### config.mk
export PLATFORM = sky130hd
export DESIGN_NAME = ahp_host_port
export DESIGN_NICKNAME = d
export VERILOG_FILES = /design/src/verilog/ahp_pkg.sv /design/src/verilog/ahp_host_port.sv /design/src/verilog/ahp_sync.sv /design/src/verilog/ahp_sat.sv
export SDC_FILE = /design/constraint.sdc
export NUM_CORES = 1
export LEC_CHECK = 0
export BUFFER_PORTS_ARGS = -buffer_cell sky130_fd_sc_hd__buf_2
export CORE_MARGIN = 3
export CORE_UTILIZATION = 55
export CTS_CLUSTER_DIAMETER = 200
export CTS_CLUSTER_SIZE = 25
export DETAILED_ROUTE_END_ITERATION = 16
export GPL_TIMING_DRIVEN = 1
export HOLD_SLACK_MARGIN = 0.1
export MAX_ROUTING_LAYER = met4
export PLACE_DENSITY = 0.78
export SYNTH_ARGS = -nofsm -noshare
export SYNTH_HDL_FRONTEND = slang
export SYNTH_SLANG_ARGS = --single-unit
### constraint.sdc
create_clock -name CORE_CLK -period 2.1 [get_ports CORE_CLK]
set_clock_uncertainty 0.05 [all_clocks]
set_input_delay 0.21 -clock CORE_CLK [delete_from_list [all_inputs] [get_ports CORE_CLK]]
set_output_delay 0.21 -clock CORE_CLK [all_outputs]
set_load 0.01 [all_outputs]
### src/verilog/ahp_pkg.sv
package ahp_pkg;
   localparam int CH_NUM = 8;
   localparam int CH_BITS = 24;
   localparam int RAW_BITS = 26;
   localparam int STAT_BITS = 24;
   localparam int FRAME_BITS = STAT_BITS + CH_NUM * CH_BITS;
   localparam logic [3:0] STAT_HDR = 4'hc;
   localparam logic [23:0] CODE_MAX = 24'h7fffff;
   localparam logic [23:0] CODE_MIN = 24'h800000;
   localparam logic [23:0] CODE_ZERO = 24'h000000;
   localparam int SYNC_W = 6;
   // Synchronisers start at the idle pin levels, chip select high, so reset shows no select.
   localparam logic [SYNC_W-1:0] SYNC_INIT = 6'h01;
   localparam int S_CS = 0;
   localparam int S_SCLK = 1;
   localparam int S_DIN = 2;
   localparam int S_SEL = 3;
   localparam int S_CLKI = 4;
   localparam int S_OSC = 5;
   localparam logic [2:0] BIT_LAST = 3'h7;
   localparam logic [2:0] BIT_FIRST = 3'h0;

   typedef struct packed {
      logic [7:0] loff_p;
      logic [7:0] loff_n;
      logic [3:0] gpio;
   } ahp_status_t;

   typedef struct packed {
      logic cs_d;
      logic sclk_d;
      logic [FRAME_BITS-1:0] frame;
      logic [FRAME_BITS-1:0] sr;
      logic [7:0] tx;
      logic [2:0] tcnt;
      logic [7:0] rx;
      logic [2:0] rcnt;
      logic [7:0] rx_byte;
      logic rx_valid;
      logic dout;
      logic dout_oe;
      logic result_available_n_n;
      logic clk_o;
      logic clk_oe;
      logic mclk;
      logic int_sel;
   } ahp_state_t;
endpackage

### src/verilog/ahp_host_port.sv
`timescale 1ns/100ps
// How it works
// - Select pin low: clock pin is an input, external master clock used.
// - Select pin high: internal oscillator; pin driven only when output enable set.
// - Each channel result is a 24-bit twos-complement word, sent MSB first.
// - Results clip to 7fffff above and 800000 below full scale.
// - Zero input is code zero; one LSB up 000001, one down all ones.
// - Four-wire port reads results, reads and writes registers, takes commands.
// - Data-ready output goes low when a new result set is available.
// - Select high resets port, ignores clock and data-in, floats data-out.
// - Data-ready asserts on conversion completion regardless of chip select.
// - Data-in bits are sampled on each falling serial clock edge.
// - Read data shifts onto data-out at each rising serial clock edge.
// - Frame is 216 bits: status 1100, lead-off, GPIO, then eight channels.
// - Data-ready returns high at the first falling serial clock edge.
module ahp_host_port import ahp_pkg::*; (
   input wire logic CORE_CLK, // core clock, 25 MHz
   input wire logic RST, // synchronous reset, active high
   input wire logic CS_N, // chip select pin, active low
   input wire logic SCLK, // serial clock pin
   input wire logic DIN, // serial data-in pin
   output logic DOUT_O, // serial data-out level
   output logic DOUT_OE, // serial data-out enable
   input wire logic CLOCK_SOURCE_SELECT_PIN, // high selects the internal oscillator
   input wire logic CLK_OUT_EN, // clock output enable bit of the first configuration register
   input wire logic OSC_CLK, // internal oscillator clock
   input wire logic CLK_PIN_I, // clock pin level seen at the pad
   output logic CLK_PIN_O, // clock pin drive level
   output logic CLK_PIN_OE, // clock pin drive enable
   output logic MASTER_CLK_O, // chosen master clock level
   output logic INT_CLK_SEL, // high while running from the oscillator
   input wire logic CONV_DONE, // one-cycle pulse, a new result set is ready
   input wire logic [CH_NUM*RAW_BITS-1:0] CH_RAW, // filter outputs, channel 1 highest
   input wire ahp_status_t STATUS, // lead-off and GPIO levels
   input wire logic CONTINUOUS_READ_MODE, // continuous read mode is active
   input wire logic RESULT_READ, // a single result read is in progress
   input wire logic [7:0] REG_RD_DATA, // register byte to shift out
   output logic RESULT_AVAILABLE_N, // data-ready, active low
   output logic [7:0] RX_BYTE, // last byte received on data-in
   output logic RX_VALID // one-cycle pulse with each received byte
);
   ahp_state_t st_r;
   ahp_state_t st_nxt;
   logic [SYNC_W-1:0] sync_s;
   logic [CH_NUM*CH_BITS-1:0] codes;
   logic cs_s;
   logic sclk_s;
   logic rise;
   logic fall;
   logic data_mode;

   // Every pin passes two flops before the port logic reads it.
   ahp_sync #(.W(SYNC_W), .INIT(SYNC_INIT)) u_sync (
      .clk(CORE_CLK),
      .rst(RST),
      .d({OSC_CLK, CLK_PIN_I, CLOCK_SOURCE_SELECT_PIN, DIN, SCLK, CS_N}),
      .q(sync_s)
   );

   ahp_sat #(.CH(CH_NUM), .RW(RAW_BITS)) u_sat (
      .raw(CH_RAW),
      .code(codes)
   );

   assign cs_s = sync_s[S_CS];
   assign sclk_s = sync_s[S_SCLK];
   // Edges are seen only while selected, so serial activity is ignored otherwise.
   assign rise = !cs_s && sclk_s && !st_r.sclk_d;
   assign fall = !cs_s && !sclk_s && st_r.sclk_d;
   assign data_mode = CONTINUOUS_READ_MODE || RESULT_READ;

   always_comb begin
      st_nxt = st_r;
      st_nxt.cs_d = cs_s;
      st_nxt.sclk_d = sclk_s;
      st_nxt.rx_valid = 1'b0;

      // The snapshot lets a read overlap the next conversion without tearing.
      if (CONV_DONE) begin
         st_nxt.frame = {STAT_HDR, STATUS, codes};
      end

      if (cs_s) begin
         // Deselect clears the port, including a half-clocked command.
         st_nxt.rcnt = BIT_FIRST;
         st_nxt.tcnt = BIT_FIRST;
         st_nxt.rx = '0;
         st_nxt.dout = 1'b0;
         st_nxt.dout_oe = 1'b0;
      end else begin
         st_nxt.dout_oe = 1'b1;
         if (st_r.cs_d) begin
            st_nxt.sr = st_r.frame;
         end
         if (rise) begin
            if (data_mode) begin
               // Rotation repeats the frame when more clocks are given.
               st_nxt.dout = st_r.sr[FRAME_BITS-1];
               st_nxt.sr = {st_r.sr[FRAME_BITS-2:0], st_r.sr[FRAME_BITS-1]};
            end else if (st_r.tcnt == BIT_FIRST) begin
               st_nxt.dout = REG_RD_DATA[7];
               st_nxt.tx = {REG_RD_DATA[6:0], 1'b0};
               st_nxt.tcnt = st_r.tcnt + 3'h1;
            end else begin
               st_nxt.dout = st_r.tx[7];
               st_nxt.tx = {st_r.tx[6:0], 1'b0};
               st_nxt.tcnt = st_r.tcnt + 3'h1;
            end
         end
         if (fall) begin
            st_nxt.rx = {st_r.rx[6:0], sync_s[S_DIN]};
            st_nxt.rcnt = st_r.rcnt + 3'h1;
            if (st_r.rcnt == BIT_LAST) begin
               st_nxt.rx_byte = {st_r.rx[6:0], sync_s[S_DIN]};
               st_nxt.rx_valid = 1'b1;
            end
         end
      end

      // A completion in the same cycle as a falling edge keeps data-ready low.
      if (CONV_DONE) begin
         st_nxt.result_available_n_n = 1'b0;
      end else if (fall) begin
         st_nxt.result_available_n_n = 1'b1;
      end

      st_nxt.int_sel = sync_s[S_SEL];
      st_nxt.clk_oe = sync_s[S_SEL] && CLK_OUT_EN;
      st_nxt.clk_o = sync_s[S_SEL] && sync_s[S_OSC];
      st_nxt.mclk = sync_s[S_SEL] ? sync_s[S_OSC] : sync_s[S_CLKI];
   end

   always_ff @(posedge CORE_CLK) begin
      if (RST) begin
         st_r <= '0;
         st_r.cs_d <= 1'b1;
         st_r.result_available_n_n <= 1'b1;
      end else begin
         st_r <= st_nxt;
      end
   end

   assign DOUT_O = st_r.dout;
   assign DOUT_OE = st_r.dout_oe;
   assign CLK_PIN_O = st_r.clk_o;
   assign CLK_PIN_OE = st_r.clk_oe;
   assign MASTER_CLK_O = st_r.mclk;
   assign INT_CLK_SEL = st_r.int_sel;
   assign RESULT_AVAILABLE_N = st_r.result_available_n_n;
   assign RX_BYTE = st_r.rx_byte;
   assign RX_VALID = st_r.rx_valid;

   a_result_available_n_set_low: assert property (@(posedge CORE_CLK) disable iff (RST)
      CONV_DONE |=> !RESULT_AVAILABLE_N)
      else $error("data-ready did not go low after a conversion");

   a_result_available_n_ignores_cs: assert property (@(posedge CORE_CLK) disable iff (RST)
      CONV_DONE && cs_s |=> !RESULT_AVAILABLE_N && !DOUT_OE)
      else $error("data-ready depended on chip select");

   a_result_available_n_fall_clear: assert property (@(posedge CORE_CLK) disable iff (RST)
      fall && !CONV_DONE |=> RESULT_AVAILABLE_N)
      else $error("data-ready not released at falling clock edge");

   a_dout_float: assert property (@(posedge CORE_CLK) disable iff (RST)
      cs_s |=> !DOUT_OE && st_r.rcnt == BIT_FIRST)
      else $error("data-out driven or port not reset while deselected");

   a_dout_rise_shift: assert property (@(posedge CORE_CLK) disable iff (RST)
      rise && data_mode |=> DOUT_O == $past(st_r.sr[FRAME_BITS-1]))
      else $error("data-out did not take the next frame bit");

   a_rx_byte_done: assert property (@(posedge CORE_CLK) disable iff (RST)
      fall && st_r.rcnt == BIT_LAST |=> RX_VALID && RX_BYTE[0] == $past(sync_s[S_DIN]))
      else $error("received byte not delivered on eighth falling edge");

   a_clk_ext_input: assert property (@(posedge CORE_CLK) disable iff (RST)
      !sync_s[S_SEL] |=> !CLK_PIN_OE && !INT_CLK_SEL)
      else $error("clock pin driven with external clock selected");

   a_clk_int_drive: assert property (@(posedge CORE_CLK) disable iff (RST)
      sync_s[S_SEL] |=> CLK_PIN_OE == $past(CLK_OUT_EN) && INT_CLK_SEL)
      else $error("clock pin enable does not follow the output enable bit");

   a_frame_header: assert property (@(posedge CORE_CLK) disable iff (RST)
      CONV_DONE |=> st_r.frame[FRAME_BITS-1 -: 4] == STAT_HDR)
      else $error("frame status header wrong");

   a_clip_positive: assert property (@(posedge CORE_CLK) disable iff (RST)
      CONV_DONE && !CH_RAW[CH_NUM*RAW_BITS-1]
         && CH_RAW[CH_NUM*RAW_BITS-2 -: RAW_BITS-CH_BITS] != '0
      |=> st_r.frame[CH_NUM*CH_BITS-1 -: CH_BITS] == CODE_MAX)
      else $error("channel 1 did not clip to the top code");

   a_clip_negative: assert property (@(posedge CORE_CLK) disable iff (RST)
      CONV_DONE && CH_RAW[CH_NUM*RAW_BITS-1]
         && CH_RAW[CH_NUM*RAW_BITS-2 -: RAW_BITS-CH_BITS] != '1
      |=> st_r.frame[CH_NUM*CH_BITS-1 -: CH_BITS] == CODE_MIN)
      else $error("channel 1 did not clip to the bottom code");

   // The checks below pin each output down one cycle after its cause.
   a_clk_pin_level: assert property (@(posedge CORE_CLK) disable iff (RST)
      sync_s[S_SEL]
      |=> CLK_PIN_O == $past(sync_s[S_OSC]))
      else $error("clock pin level does not follow the oscillator");

   a_clk_pin_quiet: assert property (@(posedge CORE_CLK) disable iff (RST)
      !sync_s[S_SEL]
      |=> !CLK_PIN_O)
      else $error("clock pin level driven with external clock selected");

   a_mclk_external: assert property (@(posedge CORE_CLK) disable iff (RST)
      !sync_s[S_SEL]
      |=> MASTER_CLK_O == $past(sync_s[S_CLKI]))
      else $error("master clock does not follow the clock pin");

   a_mclk_internal: assert property (@(posedge CORE_CLK) disable iff (RST)
      sync_s[S_SEL]
      |=> MASTER_CLK_O == $past(sync_s[S_OSC]))
      else $error("master clock does not follow the oscillator");

   a_dout_drive_sel: assert property (@(posedge CORE_CLK) disable iff (RST)
      !cs_s
      |=> DOUT_OE)
      else $error("data-out not driven while selected");

   a_dout_idle_low: assert property (@(posedge CORE_CLK) disable iff (RST)
      cs_s
      |=> !DOUT_O && st_r.tcnt == BIT_FIRST)
      else $error("transmit side not reset while deselected");

   a_rx_quiet_desel: assert property (@(posedge CORE_CLK) disable iff (RST)
      cs_s
      |=> !RX_VALID)
      else $error("byte received while deselected");

   a_result_available_n_hold_low: assert property (@(posedge CORE_CLK) disable iff (RST)
      !RESULT_AVAILABLE_N && !fall
      |=> !RESULT_AVAILABLE_N)
      else $error("data-ready released without a falling clock edge");

   a_result_available_n_only_conv: assert property (@(posedge CORE_CLK) disable iff (RST)
      RESULT_AVAILABLE_N && !CONV_DONE
      |=> RESULT_AVAILABLE_N)
      else $error("data-ready asserted without a conversion");

   a_reg_first_bit: assert property (@(posedge CORE_CLK) disable iff (RST)
      rise && !data_mode && st_r.tcnt == BIT_FIRST
      |=> DOUT_O == $past(REG_RD_DATA[7]))
      else $error("register byte did not start with its top bit");

   a_reg_next_bit: assert property (@(posedge CORE_CLK) disable iff (RST)
      rise && !data_mode && st_r.tcnt != BIT_FIRST
      |=> DOUT_O == $past(st_r.tx[7]))
      else $error("register byte bit order wrong");

   a_tx_count_step: assert property (@(posedge CORE_CLK) disable iff (RST)
      rise && !data_mode
      |=> st_r.tcnt == $past(st_r.tcnt) + 3'h1)
      else $error("transmit bit count did not advance");

   a_dout_steady: assert property (@(posedge CORE_CLK) disable iff (RST)
      !rise && !cs_s
      |=> $stable(DOUT_O))
      else $error("data-out changed without a rising clock edge");

   a_rx_bit_take: assert property (@(posedge CORE_CLK) disable iff (RST)
      fall
      |=> st_r.rx[0] == $past(sync_s[S_DIN]))
      else $error("data-in bit not taken at falling clock edge");

   a_rx_count_step: assert property (@(posedge CORE_CLK) disable iff (RST)
      fall
      |=> st_r.rcnt == $past(st_r.rcnt) + 3'h1)
      else $error("receive bit count did not advance");

   a_rx_no_take: assert property (@(posedge CORE_CLK) disable iff (RST)
      !fall && !cs_s
      |=> $stable(st_r.rcnt))
      else $error("receive bit count moved without a falling edge");

   a_frame_status: assert property (@(posedge CORE_CLK) disable iff (RST)
      CONV_DONE
      |=> st_r.frame[FRAME_BITS-5 -: 20] == $past(STATUS))
      else $error("frame status bits do not match the status inputs");

   a_code_pass: assert property (@(posedge CORE_CLK) disable iff (RST)
      CONV_DONE && (CH_RAW[CH_NUM*RAW_BITS-1 -: 3] == 3'h0
         || CH_RAW[CH_NUM*RAW_BITS-1 -: 3] == 3'h7)
      |=> st_r.frame[CH_NUM*CH_BITS-1 -: CH_BITS] == $past(CH_RAW[CH_NUM*RAW_BITS-3 -: CH_BITS]))
      else $error("in-range channel 1 result altered");

   a_frame_keep: assert property (@(posedge CORE_CLK) disable iff (RST)
      !CONV_DONE
      |=> $stable(st_r.frame))
      else $error("frame snapshot changed without a conversion");

   a_sr_load: assert property (@(posedge CORE_CLK) disable iff (RST)
      st_r.cs_d && !cs_s && !rise
      |=> st_r.sr == $past(st_r.frame))
      else $error("shifter not loaded from the snapshot at select");

   a_frame_rotate: assert property (@(posedge CORE_CLK) disable iff (RST)
      rise && data_mode
      |=> st_r.sr[0] == $past(st_r.sr[FRAME_BITS-1]))
      else $error("frame did not rotate back to its first bit");
endmodule // ahp_host_port

### src/verilog/ahp_sync.sv
`timescale 1ns/100ps
module ahp_sync import ahp_pkg::*; #(
   parameter int W = SYNC_W,
   parameter logic [W-1:0] INIT = '0
) (
   input wire logic clk, // sampling clock
   input wire logic rst, // synchronous reset
   input wire logic [W-1:0] d, // asynchronous levels
   output logic [W-1:0] q // synchronised levels
);
   logic [W-1:0] meta_r;

   // The first stage feeds only the second stage.
   always_ff @(posedge clk) begin
      if (rst) begin
         meta_r <= INIT;
         q <= INIT;
      end else begin
         meta_r <= d;
         q <= meta_r;
      end
   end
endmodule // ahp_sync

### src/verilog/ahp_sat.sv
`timescale 1ns/100ps
module ahp_sat import ahp_pkg::*; #(
   parameter int CH = CH_NUM,
   parameter int RW = RAW_BITS
) (
   input wire logic [CH*RW-1:0] raw, // signed filter outputs, channel 1 highest
   output logic [CH*CH_BITS-1:0] code // clipped result words, channel 1 highest
);
   genvar i;
   generate
      for (i = 0; i < CH; i++) begin : g_ch
         logic signed [RW-1:0] v;
         logic [CH_BITS-1:0] clip;
         assign v = $signed(raw[i*RW +: RW]);
         // Anything past full scale clips to the end codes.
         always_comb begin
            if (v > $signed({{(RW-CH_BITS){1'b0}}, CODE_MAX})) begin
               clip = CODE_MAX;
            end else if (v < $signed({{(RW-CH_BITS){1'b1}}, CODE_MIN})) begin
               clip = CODE_MIN;
            end else begin
               clip = v[CH_BITS-1:0];
            end
         end
         assign code[i*CH_BITS +: CH_BITS] = clip;
      end
   endgenerate
endmodule // ahp_sat

==> results of run 1 <==
timing repair:
action | in CTS | in global routing
hold endpoints to repair | 237 | 0
gates resized for setup | 0 | 6
hold buffers | 232 | 0
endpoints found under the setup margin | 0 | 152
cells by family (layout without fill, tap and decap cells):
logic type | after synthesis | count (layout) | share of synthesized area, %
AOI/OAI and AO/OA | 552 | 552 | 21.84
muxes | 36 | 36 | 2.005
xor gates and xnor gates | 3 | 3 | 0.1457
other | 0 | 6 | 0
and+or+nand+nor | 587 | 587 | 17.87
adders and majority gates | 4 | 4 | 0.2775
buffers and inverters | 169 | 569 | 4.690
DFF | 479 | 479 | 53.17
worst min-delay path, cell delays in order:
cell and delay (ns):
buf_2 0.12, o21ai_0 0.16, nor2_1 0.14, nor4_1 0.06
layout by cell type (no fill, tap or decap), drive strengths merged, types with 35 or more instances in the layout:
master,count
a21oi,195
a221o,213
and2,215
buf,306
dfxtp,479
dlygate4sd3,232
mux2i,35
nand2b,117
nor2,131
nor3,72
o21ai,119
metrics by stage:
stage          util (%)  instances  setup WS, ns  power [mW]
6_report          70.75       2671       0.06056       16.05
5_1_grt           70.73       2669      0.003208       16.63
4_1_cts           70.46       2663       0.09297       16.07
3_5_place_dp      61.28       2406        0.1147       11.06
3_3_place_gp      61.28       2406        0.1608       11.01
2_1_floorplan         -       1830        0.2514       10.55
routing by layer:
metal  GRT usage (%)  vias up  share of wire [%]
met5               -        -                  0
met4           11.28        0                4.7
met3           3.542      150                4.2
met2           42.33      459                 48
met1           31.59     7255                 44
li1                -     7301                  -
flip-flops by register name (all words and copies together), names as in the netlist:
| signal | flops |
|---|---|
| st_r | 451 |
| RX_BYTE | 8 |
| u_sync.meta_r | 6 |
| u_sync.q | 6 |
| CLK_PIN_O | 1 |
| CLK_PIN_OE | 1 |
| DOUT_O | 1 |
| DOUT_OE | 1 |
| INT_CLK_SEL | 1 |
| MASTER_CLK_O | 1 |
| RESULT_AVAILABLE_N | 1 |
| RX_VALID | 1 |
how the worst min path moves through the flow:
stage,start,endpoint,slack (ns),cells past startpoint
2_1_floorplan,CS_N,u_sync.meta_r[0],0.26,1
3_3_place_gp,u_sync.meta_r[0],u_sync.q[0],0.34,1
3_5_place_dp,u_sync.meta_r[0],u_sync.q[0],0.35,1
4_1_cts,CONTINUOUS_READ_MODE,st_r[38],0.13,4
5_1_grt,CONTINUOUS_READ_MODE,st_r[38],0.17,4
6_report,CONTINUOUS_READ_MODE,st_r[38],0.14,4
layout make-up:
cell class / instances / area (sq um) / area share [%]
Sequential cell: 479 / 9590 / 42.41
Multi-Input combinational cell: 1182 / 7614 / 33.67
Timing Repair Buffer: 541 / 4224 / 18.68
Clock buffer: 23 / 575.6 / 2.545
Tap cell: 435 / 544.3 / 2.407
Clock inverter: 2 / 38.79 / 0.1715
Antenna cell: 6 / 15.01 / 0.06640
Inverter: 3 / 11.26 / 0.04980
Yosys cell counts, types with 3 or more instances:
| cell | number |
|---|---|
| a211oi_1 | 6 |
| a21boi_0 | 5 |
| a21oi_1 | 195 |
| a221o_1 | 213 |
| and2_0 | 146 |
| and2_1 | 69 |
| buf_1 | 10 |
| buf_2 | 25 |
| buf_4 | 8 |
| buf_6 | 20 |
| clkbuf_1 | 103 |
| dfxtp_1 | 479 |
| ha_1 | 4 |
| mux2i_1 | 35 |
| nand2_1 | 28 |
| nand2b_1 | 117 |
| nor2_1 | 128 |
| nor2b_1 | 14 |
| nor3_1 | 70 |
| nor3b_1 | 3 |
| o21ai_0 | 116 |
| o21ai_1 | 3 |
| o221a_2 | 9 |
report_power, final:
part	switching, mW	leakage, nW	internal (mW)
Sequential	0.179	3.91	9.44
Clock	2.78	0.299	2.01
Combinational	0.811	4.81	0.835
Total	3.77	9.02	12.3
==> reports/qor.csv, run 1 <==
metric;value;unit
run status;complete, no violations;
Warnings, synthesis;0;
DR vias/cell;5.678;
layout cells sized above 1;16.01;%
post-route setup TNS;0;ns
WL/cell;17.25;um
final wirelength;46.08;mm
core box area;31960;sq um
die area;35000;sq um
measured slew at the worst slew-check pin;1.160;ns
Max VDD drop;604.2;uV
max incr delay on CP;0.46;ns
Setup crit end;st_r[101];
Mapped Cells;1830;
CTS tree;done;
post-synthesis async set-or-reset flop share;0;%
Seq cells post-synth;479;
1st-iter DRT viols;1095;
synthesized area;18030;sq um
Critical path origin;u_sync.q[0];
clk slew on worst S/H paths;0.09;ns
I/O pins;264;
Post-synth EDFFs;0;
DP Wirelength;26.27;mm
leakage power;9.023;nW
Critical R2R Capture;st_r[101];
Peak Freq;490.3;MHz
Placed Instance Area;19590;sq um
first-pass GRT wire length;74.26;mm
crit path launch type;flop;
Crit Path Max Fanout;58;
Critical Path Sink Type;flop;
Worst Path Required;2.48;ns
RSZ-0062 raised after global routing;false;
Hold Fails Final Rpt;0;
Fillers;2252;
Syn Nets;2082;
post-synth top area share;53.17;%
gr usage total;25.68;%
Sink Count;479;
Initial Util;56.42;%
Final Wtd Congestion;0.8112;
Unique masters post-synth;41;
CP bufs+invs;1;
htree depth;1;
post-CTS setup buffers;0;
Area contributors post-synth;dfxtp_1 (53%), a221o_1 (12%), a21oi_1 (5.4%), and2_0 (5.1%), nand2b_1 (4.1%);
Max-cap violations;0;
Period Utilization, post-route;97.12;%
Hold Slack;0.1392;ns
nets;2482;
CP arrival;2.42;ns
R2R depth;5;
Die Ht;187.1;um
vias in the first global route;15060;
Final setup viols;0;
fin. max-slew vios;0;
CP delay by family, top;simple AND/OR/NAND/NOR gates;
FF-to-FF setup slack;0.06;ns
Synth area leader;dfxtp_1;
fin area;22610;sq um
Power Density;709.7;nW/um^2
Site Rows;65;
Reg2Reg Launch Point;u_sync.q[0];
crit path time final;2.039;ns
Clk Latency, worst-skew pair;0.55;ns
via count;15170;
drt first pass iters;5;
Die W;187.1;um
Buffers on Ports;263;
Clk Tree Root Cell;clkbuf_16;
ys flop type;dfxtp_1;
CTS Buf Count;23;
Syn Area/Cell;9.854;sq um
total grt overflow;0;
Rel. slew slack;22.36;%
critical path class;flop to flop;
Cell Chain, Critical Path;or3b_4, o211a_4, clkbuf_16, and2_1, a221o_1;
largest net degree at the start of global routing;189;
final antenna-violating net count;0;
Clock Path Buffers;3;
sequential fraction of the synthesis area;53.17;%
initial antenna violation count;4;
WP depth;5;
DRC errors left;0;
Hold Path Class;primary input to flop;
Layout area overhead;25.39;%
slowest CP cell;or3b_4;
Power figures use the tool's default switching activity.
==> run 2, diff against run 1 <==
--- a/config.mk
+++ b/config.mk
@@ -15,6 +15,7 @@
 export HOLD_SLACK_MARGIN = 0.1
 export MAX_ROUTING_LAYER = met4
 export PLACE_DENSITY = 0.78
+export RECOVER_POWER = 100
 export SYNTH_ARGS = -nofsm -noshare
 export SYNTH_HDL_FRONTEND = slang
 export SYNTH_SLANG_ARGS = --single-unit
==> reports/qor.csv, run 2 (synthesized netlist as in run 1, its figures left out) <==
metric;value;unit;change
leakage power;8.890;nW;-1.5%
Buffers on Ports;263;;unchanged
Clk Latency, worst-skew pair;0.55;ns;about the same
Hold Fails Final Rpt;0;;unchanged
fin area;22510;sq um;-0.46%
Max-cap violations;0;;unchanged
htree depth;1;;unchanged
vias in the first global route;15060;;unchanged
DR vias/cell;5.684;;+0.12%
1st-iter DRT viols;1152;;+5.2%
Initial Util;56.42;%;unchanged
nets;2482;;unchanged
CTS Buf Count;23;;unchanged
drt first pass iters;6;;+1
Site Rows;65;;unchanged
DRC errors left;0;;unchanged
Rel. slew slack;4.065;%;-18 points
most frequent cells in the layout;dfxtp_1 (478), buf_2 (243), dlygate4sd3_1 (232), a221o_1 (213), a21oi_1 (195);;
Sink Count;479;;unchanged
Critical R2R Capture;st_r[152];;
final antenna-violating net count;0;;unchanged
Die Ht;187.1;um;unchanged
Critical Path Sink Type;flop;;
Sw Ratio;23.53;%;about the same
Reg2Reg Launch Point;u_sync.q[0];;
die area;35000;sq um;unchanged
Peak Freq;497.1;MHz;+1.4%
Hold Slack;0.1220;ns;-0.01727 ns
DP Worst Slack;0.1147;ns;unchanged
via count;15180;;+0.12%
Worst Path Required;2.47;ns;about the same
placed instance count;2406;;unchanged
fin. max-slew vios;0;;unchanged
Period Utilization, post-route;95.79;%;-1.3 points
Final Wtd Congestion;0.8112;;unchanged
core box area;31960;sq um;unchanged
layout cells sized above 1;15.02;%;-0.99 points
Hold Path Class;primary input to flop;;
Crit Path Max Fanout;59;;+1.7%
Final setup viols;0;;unchanged
Layout area overhead;24.81;%;
most common cell after layout, fill and taps aside;dfxtp_1;;
largest net degree at the start of global routing;189;;unchanged
DP Wirelength;26.27;mm;unchanged
crit path time final;2.012;ns;-0.02787 ns
max reg flops;451;;unchanged
combinational cell fraction of total power;10.2;%;about the same
FF-to-FF setup slack;0.09;ns;+0.03 ns
CP arrival;2.38;ns;-0.04 ns
Clock Path Buffers;3;;unchanged
CTS tree;done;;
total grt overflow;0;;unchanged
post-route setup TNS;0;ns;unchanged
initial antenna violation count;4;;unchanged
Critical path origin;u_sync.q[0];;
Placed Instance Area;19590;sq um;unchanged
critical path class;flop to flop;;
NetSw;3.774;mW;about the same
I/O pins;264;;unchanged
final wirelength;46.05;mm;about the same
Max VDD drop;604.7;uV;about the same
Power Density;712.7;nW/um^2;+0.42%
first-pass GRT wire length;74.26;mm;unchanged
Clk network pwr share;29.9;%;about the same
Clk Tree Root Cell;clkbuf_16;;
gr usage total;25.68;%;unchanged
R2R depth;5;;unchanged
non-filler instance count after layout;2671;;unchanged
run status;complete, no violations;;
RSZ-0062 raised after global routing;false;;
internal power;12.27;mW;about the same
Biggest register;st_r;;
Seq pwr share;59.9;%;about the same
post-CTS setup buffers;0;;unchanged
crit path launch type;flop;;
setup slack after layout;0.08842;ns;+0.02787 ns
clk slew on worst S/H paths;0.09;ns;about the same
WL/cell;17.24;um;about the same
Setup crit end;st_r[152];;
Die W;187.1;um;unchanged
measured slew at the worst slew-check pin;1.439;ns;+0.2787 ns
-- run 2: cell count changes in the layout (fill, tap and decap cells not counted), sizes merged --
cell	change
buf	-20
clkbuf	+20
-- run 2: power groups by stage --
| stage | clock (mW) | sequential (mW) | combinational [mW] |
|---|---|---|---|
| after floorplan | 0 | 9.76 | 0.790 |
| after global placement | 0 | 9.80 | 1.21 |
| after detailed placement | 0 | 9.81 | 1.24 |
| after CTS | 4.88 | 9.61 | 1.59 |
| after global routing | 5.18 | 9.65 | 1.79 |
| final | 4.79 | 9.61 | 1.63 |
-- run 2: metrics by stage --
step                      utilization [%]  power, mW
final                               70.42      16.04
after CTS                           70.46      16.07
after detailed placement            61.28      11.06
after global routing                70.41      16.62
after floorplan                         -      10.55
after global placement              61.28      11.01
-- run 2: how the worst min path moves through the flow --
stage,from,to,slack [ns],cells after the start
after global routing,CONTINUOUS_READ_MODE,st_r[38],0.15,4
after global placement,u_sync.meta_r[0],u_sync.q[0],0.34,1
after floorplan,CS_N,u_sync.meta_r[0],0.26,1
after detailed placement,u_sync.meta_r[0],u_sync.q[0],0.35,1
final,CONTINUOUS_READ_MODE,st_r[38],0.12,4
after CTS,CONTINUOUS_READ_MODE,st_r[38],0.13,4
-- run 2: per-layer routing --
| metal | share of wire (%) | vias up | track usage, % |
|---|---|---|---|
| met1 | 43 | 7236 | 31.59 |
| met5 | 0 | - | - |
| met3 | 4.7 | 148 | 3.542 |
| met4 | 4.6 | 0 | 11.28 |
| li1 | - | 7314 | - |
| met2 | 48 | 485 | 42.33 |
-- run 2: cell type report --
cell class	count	area [sq um]
Multi-Input combinational cell	1182	7604
Antenna cell	6	15.01
Sequential cell	479	9590
Timing Repair Buffer	541	4129
Inverter	3	11.26
Clock buffer	23	575.6
Clock inverter	2	38.79
Fill cell	2283	9454
Tap cell	435	544.3
-- run 2: critical path, cell delays in order, from the launching register on --
cell and delay (ns):
dfxtp_1 0.37, or3b_4 0.46, o211a_4 0.30, buf_8 0.21, and2_0 0.20, a221o_1 0.26
-- run 2: repair_timing --
item | in CTS | in global routing
resized for setup | 0 | 6
setup endpoints to repair | 0 | 152
hold buffers | 232 | 0
hold endpoints to repair | 237 | 0
==> run 3, diff against run 2 <==
--- a/config.mk
+++ b/config.mk
@@ -6,15 +6,15 @@
 export NUM_CORES = 1
 export LEC_CHECK = 0
 export BUFFER_PORTS_ARGS = -buffer_cell sky130_fd_sc_hd__buf_2
-export CORE_MARGIN = 3
-export CORE_UTILIZATION = 55
+export CORE_MARGIN = 2
+export CORE_UTILIZATION = 57
 export CTS_CLUSTER_DIAMETER = 200
 export CTS_CLUSTER_SIZE = 25
 export DETAILED_ROUTE_END_ITERATION = 16
 export GPL_TIMING_DRIVEN = 1
 export HOLD_SLACK_MARGIN = 0.1
 export MAX_ROUTING_LAYER = met4
-export PLACE_DENSITY = 0.78
+export PLACE_DENSITY = 0.81
 export RECOVER_POWER = 100
 export SYNTH_ARGS = -nofsm -noshare
 export SYNTH_HDL_FRONTEND = slang
==> reports/qor.csv, run 3 (synthesized netlist as in run 1, its figures left out) <==
metric;value;unit;change
run status;complete, no violations;;
core box area;31390;sq um;-1.8%
DRC errors left;0;;unchanged
most frequent cells in the layout;dfxtp_1 (479), buf_2 (247), dlygate4sd3_1 (229), a221o_1 (213), a21oi_1 (195);;
drt first pass iters;5;;-1
WL/cell;18.01;um;+4.4%
Hold Path Class;primary input to flop;;
DP Worst Slack;-0.1326;ns;-0.2474 ns
Clk Tree Root Cell;clkbuf_16;;
CP arrival;2.44;ns;+0.06 ns
Period Utilization, post-route;97.68;%;+1.9 points
Pwr Total;16.12;mW;+0.50%
Initial Util;57.45;%;+1.0 points
fin area;22670;sq um;+0.74%
max incr delay on CP;0.40;ns;-0.06 ns
Util after Layout;72.23;%;+1.8 points
Crit Path Max Fanout;27;;-54%
Max-cap violations;0;;unchanged
placed instance count;2376;;-1.2%
Layout area overhead;25.73;%;
nets;2492;;+0.40%
FF-to-FF setup slack;0.05;ns;-0.04 ns
leakage power;9.023;nW;+1.5%
initial antenna violation count;4;;unchanged
die area;33080;sq um;-5.5%
measured slew at the worst slew-check pin;1.460;ns;+0.02102 ns
Critical Path Sink Type;flop;;
via count;15400;;+1.5%
Rel. slew slack;2.664;%;-1.4 points
DR vias/cell;5.824;;+2.5%
vias in the first global route;14990;;-0.47%
Cell Chain, Critical Path;or3b_4, buf_6, o211a_4, clkbuf_16, and2_0, a221o_1;;
Final Wtd Congestion;0.8028;;-1.0%
htree depth;1;;unchanged
Final setup viols;0;;unchanged
crit path launch type;flop;;
DP Wirelength;25.43;mm;-3.2%
Sink Count;479;;unchanged
total grt overflow;0;;unchanged
Worst Path Required;2.49;ns;+0.02 ns
critical path class;flop to flop;;
largest net degree at the start of global routing;170;;-10%
max reg flops;451;;unchanged
I/O pins;264;;unchanged
setup slack after layout;0.04868;ns;-0.03975 ns
first-pass GRT wire length;73.04;mm;-1.6%
fin. max-slew vios;0;;unchanged
final wirelength;47.63;mm;+3.4%
CTS tree;done;;
Power Density;711.0;nW/um^2;-0.24%
crit path time final;2.051;ns;+0.03975 ns
Buffers on Ports;263;;unchanged
slowest CP cell;or3b_4;;
clk slew on worst S/H paths;0.10;ns;about the same
Hold Slack;0.1190;ns;-0.002930 ns
layout cells sized above 1;15.86;%;+0.83 points
Hold Fails Final Rpt;0;;unchanged
Placed Instance Area;19550;sq um;-0.16%
1st-iter DRT viols;1083;;-6.0%
Die Ht;181.9;um;-2.8%
Clock Path Buffers;3;;unchanged
Max VDD drop;774.1;uV;+28%
gr usage total;27.24;%;+1.6 points
Clk Latency, worst-skew pair;0.55;ns;about the same
Die W;181.9;um;-2.8%
Peak Freq;487.5;MHz;-1.9%
Biggest register;st_r;;
RSZ-0062 raised after global routing;true;;
CP bufs+invs;2;;+1
non-filler instance count after layout;2645;;-0.97%
final antenna-violating net count;0;;unchanged
CP delay by family, top;simple AND/OR/NAND/NOR gates;;
Site Rows;65;;unchanged
post-route setup TNS;0;ns;unchanged
most common cell after layout, fill and taps aside;dfxtp_1;;
CTS Buf Count;23;;unchanged
[run 3: final cells by class]
class / instances / area, sq um
fill: 2211 / 8718
clock buffer: 23 / 575.6
inverter: 3 / 12.51
sequential: 479 / 9589
tap: 402 / 503.0
antenna: 4 / 10.01
multi-input combinational: 1183 / 7645
clock inverter: 1 / 30.03
timing repair buffer: 550 / 4309
[run 3: worst min-delay path, stage by stage]
cell,delay (ns)
buf_2,0.10
buf_4,0.13
o21ai_2,0.08
nor2_1,0.09
nor4_1,0.06
[run 3: path summary, 6_finish.rpt]
| kind | startpoint | end | cells after the start |
|---|---|---|---|
| worst min register to register | u_sync.meta_r[0] | u_sync.q[0] | 1 |
| worst max-delay path | u_sync.q[1] | st_r[233] | 6 |
| worst max register to register | u_sync.q[1] | st_r[233] | 6 |
| worst min-delay path | RESULT_READ | st_r[38] | 5 |
[run 3: repair_timing]
action,in CTS,in global routing
gates cloned,0,8
endpoints found under the setup margin,80,196
buffers inserted,4,0
hold buffers,229,0
pin swaps,1,0
endpoints found under the hold margin,233,0
resized for setup,2,12
[run 3: per-layer routing]
layer  GRT usage [%]  up-vias  wire length (um)
met1           33.09     7378             20060
met3           3.269      146              2454
met2           45.59      561             23000
met4           12.42        0              2122
li1                -     7319                 -
met5               -        -                 0
[run 3: power by group]
group / total [mW] / internal (mW) / switching [mW]
combinational: 1.68 / 0.852 / 0.831
sequential: 9.62 / 9.44 / 0.183
clock: 4.82 / 2.00 / 2.82
total: 16.1 / 12.3 / 3.84
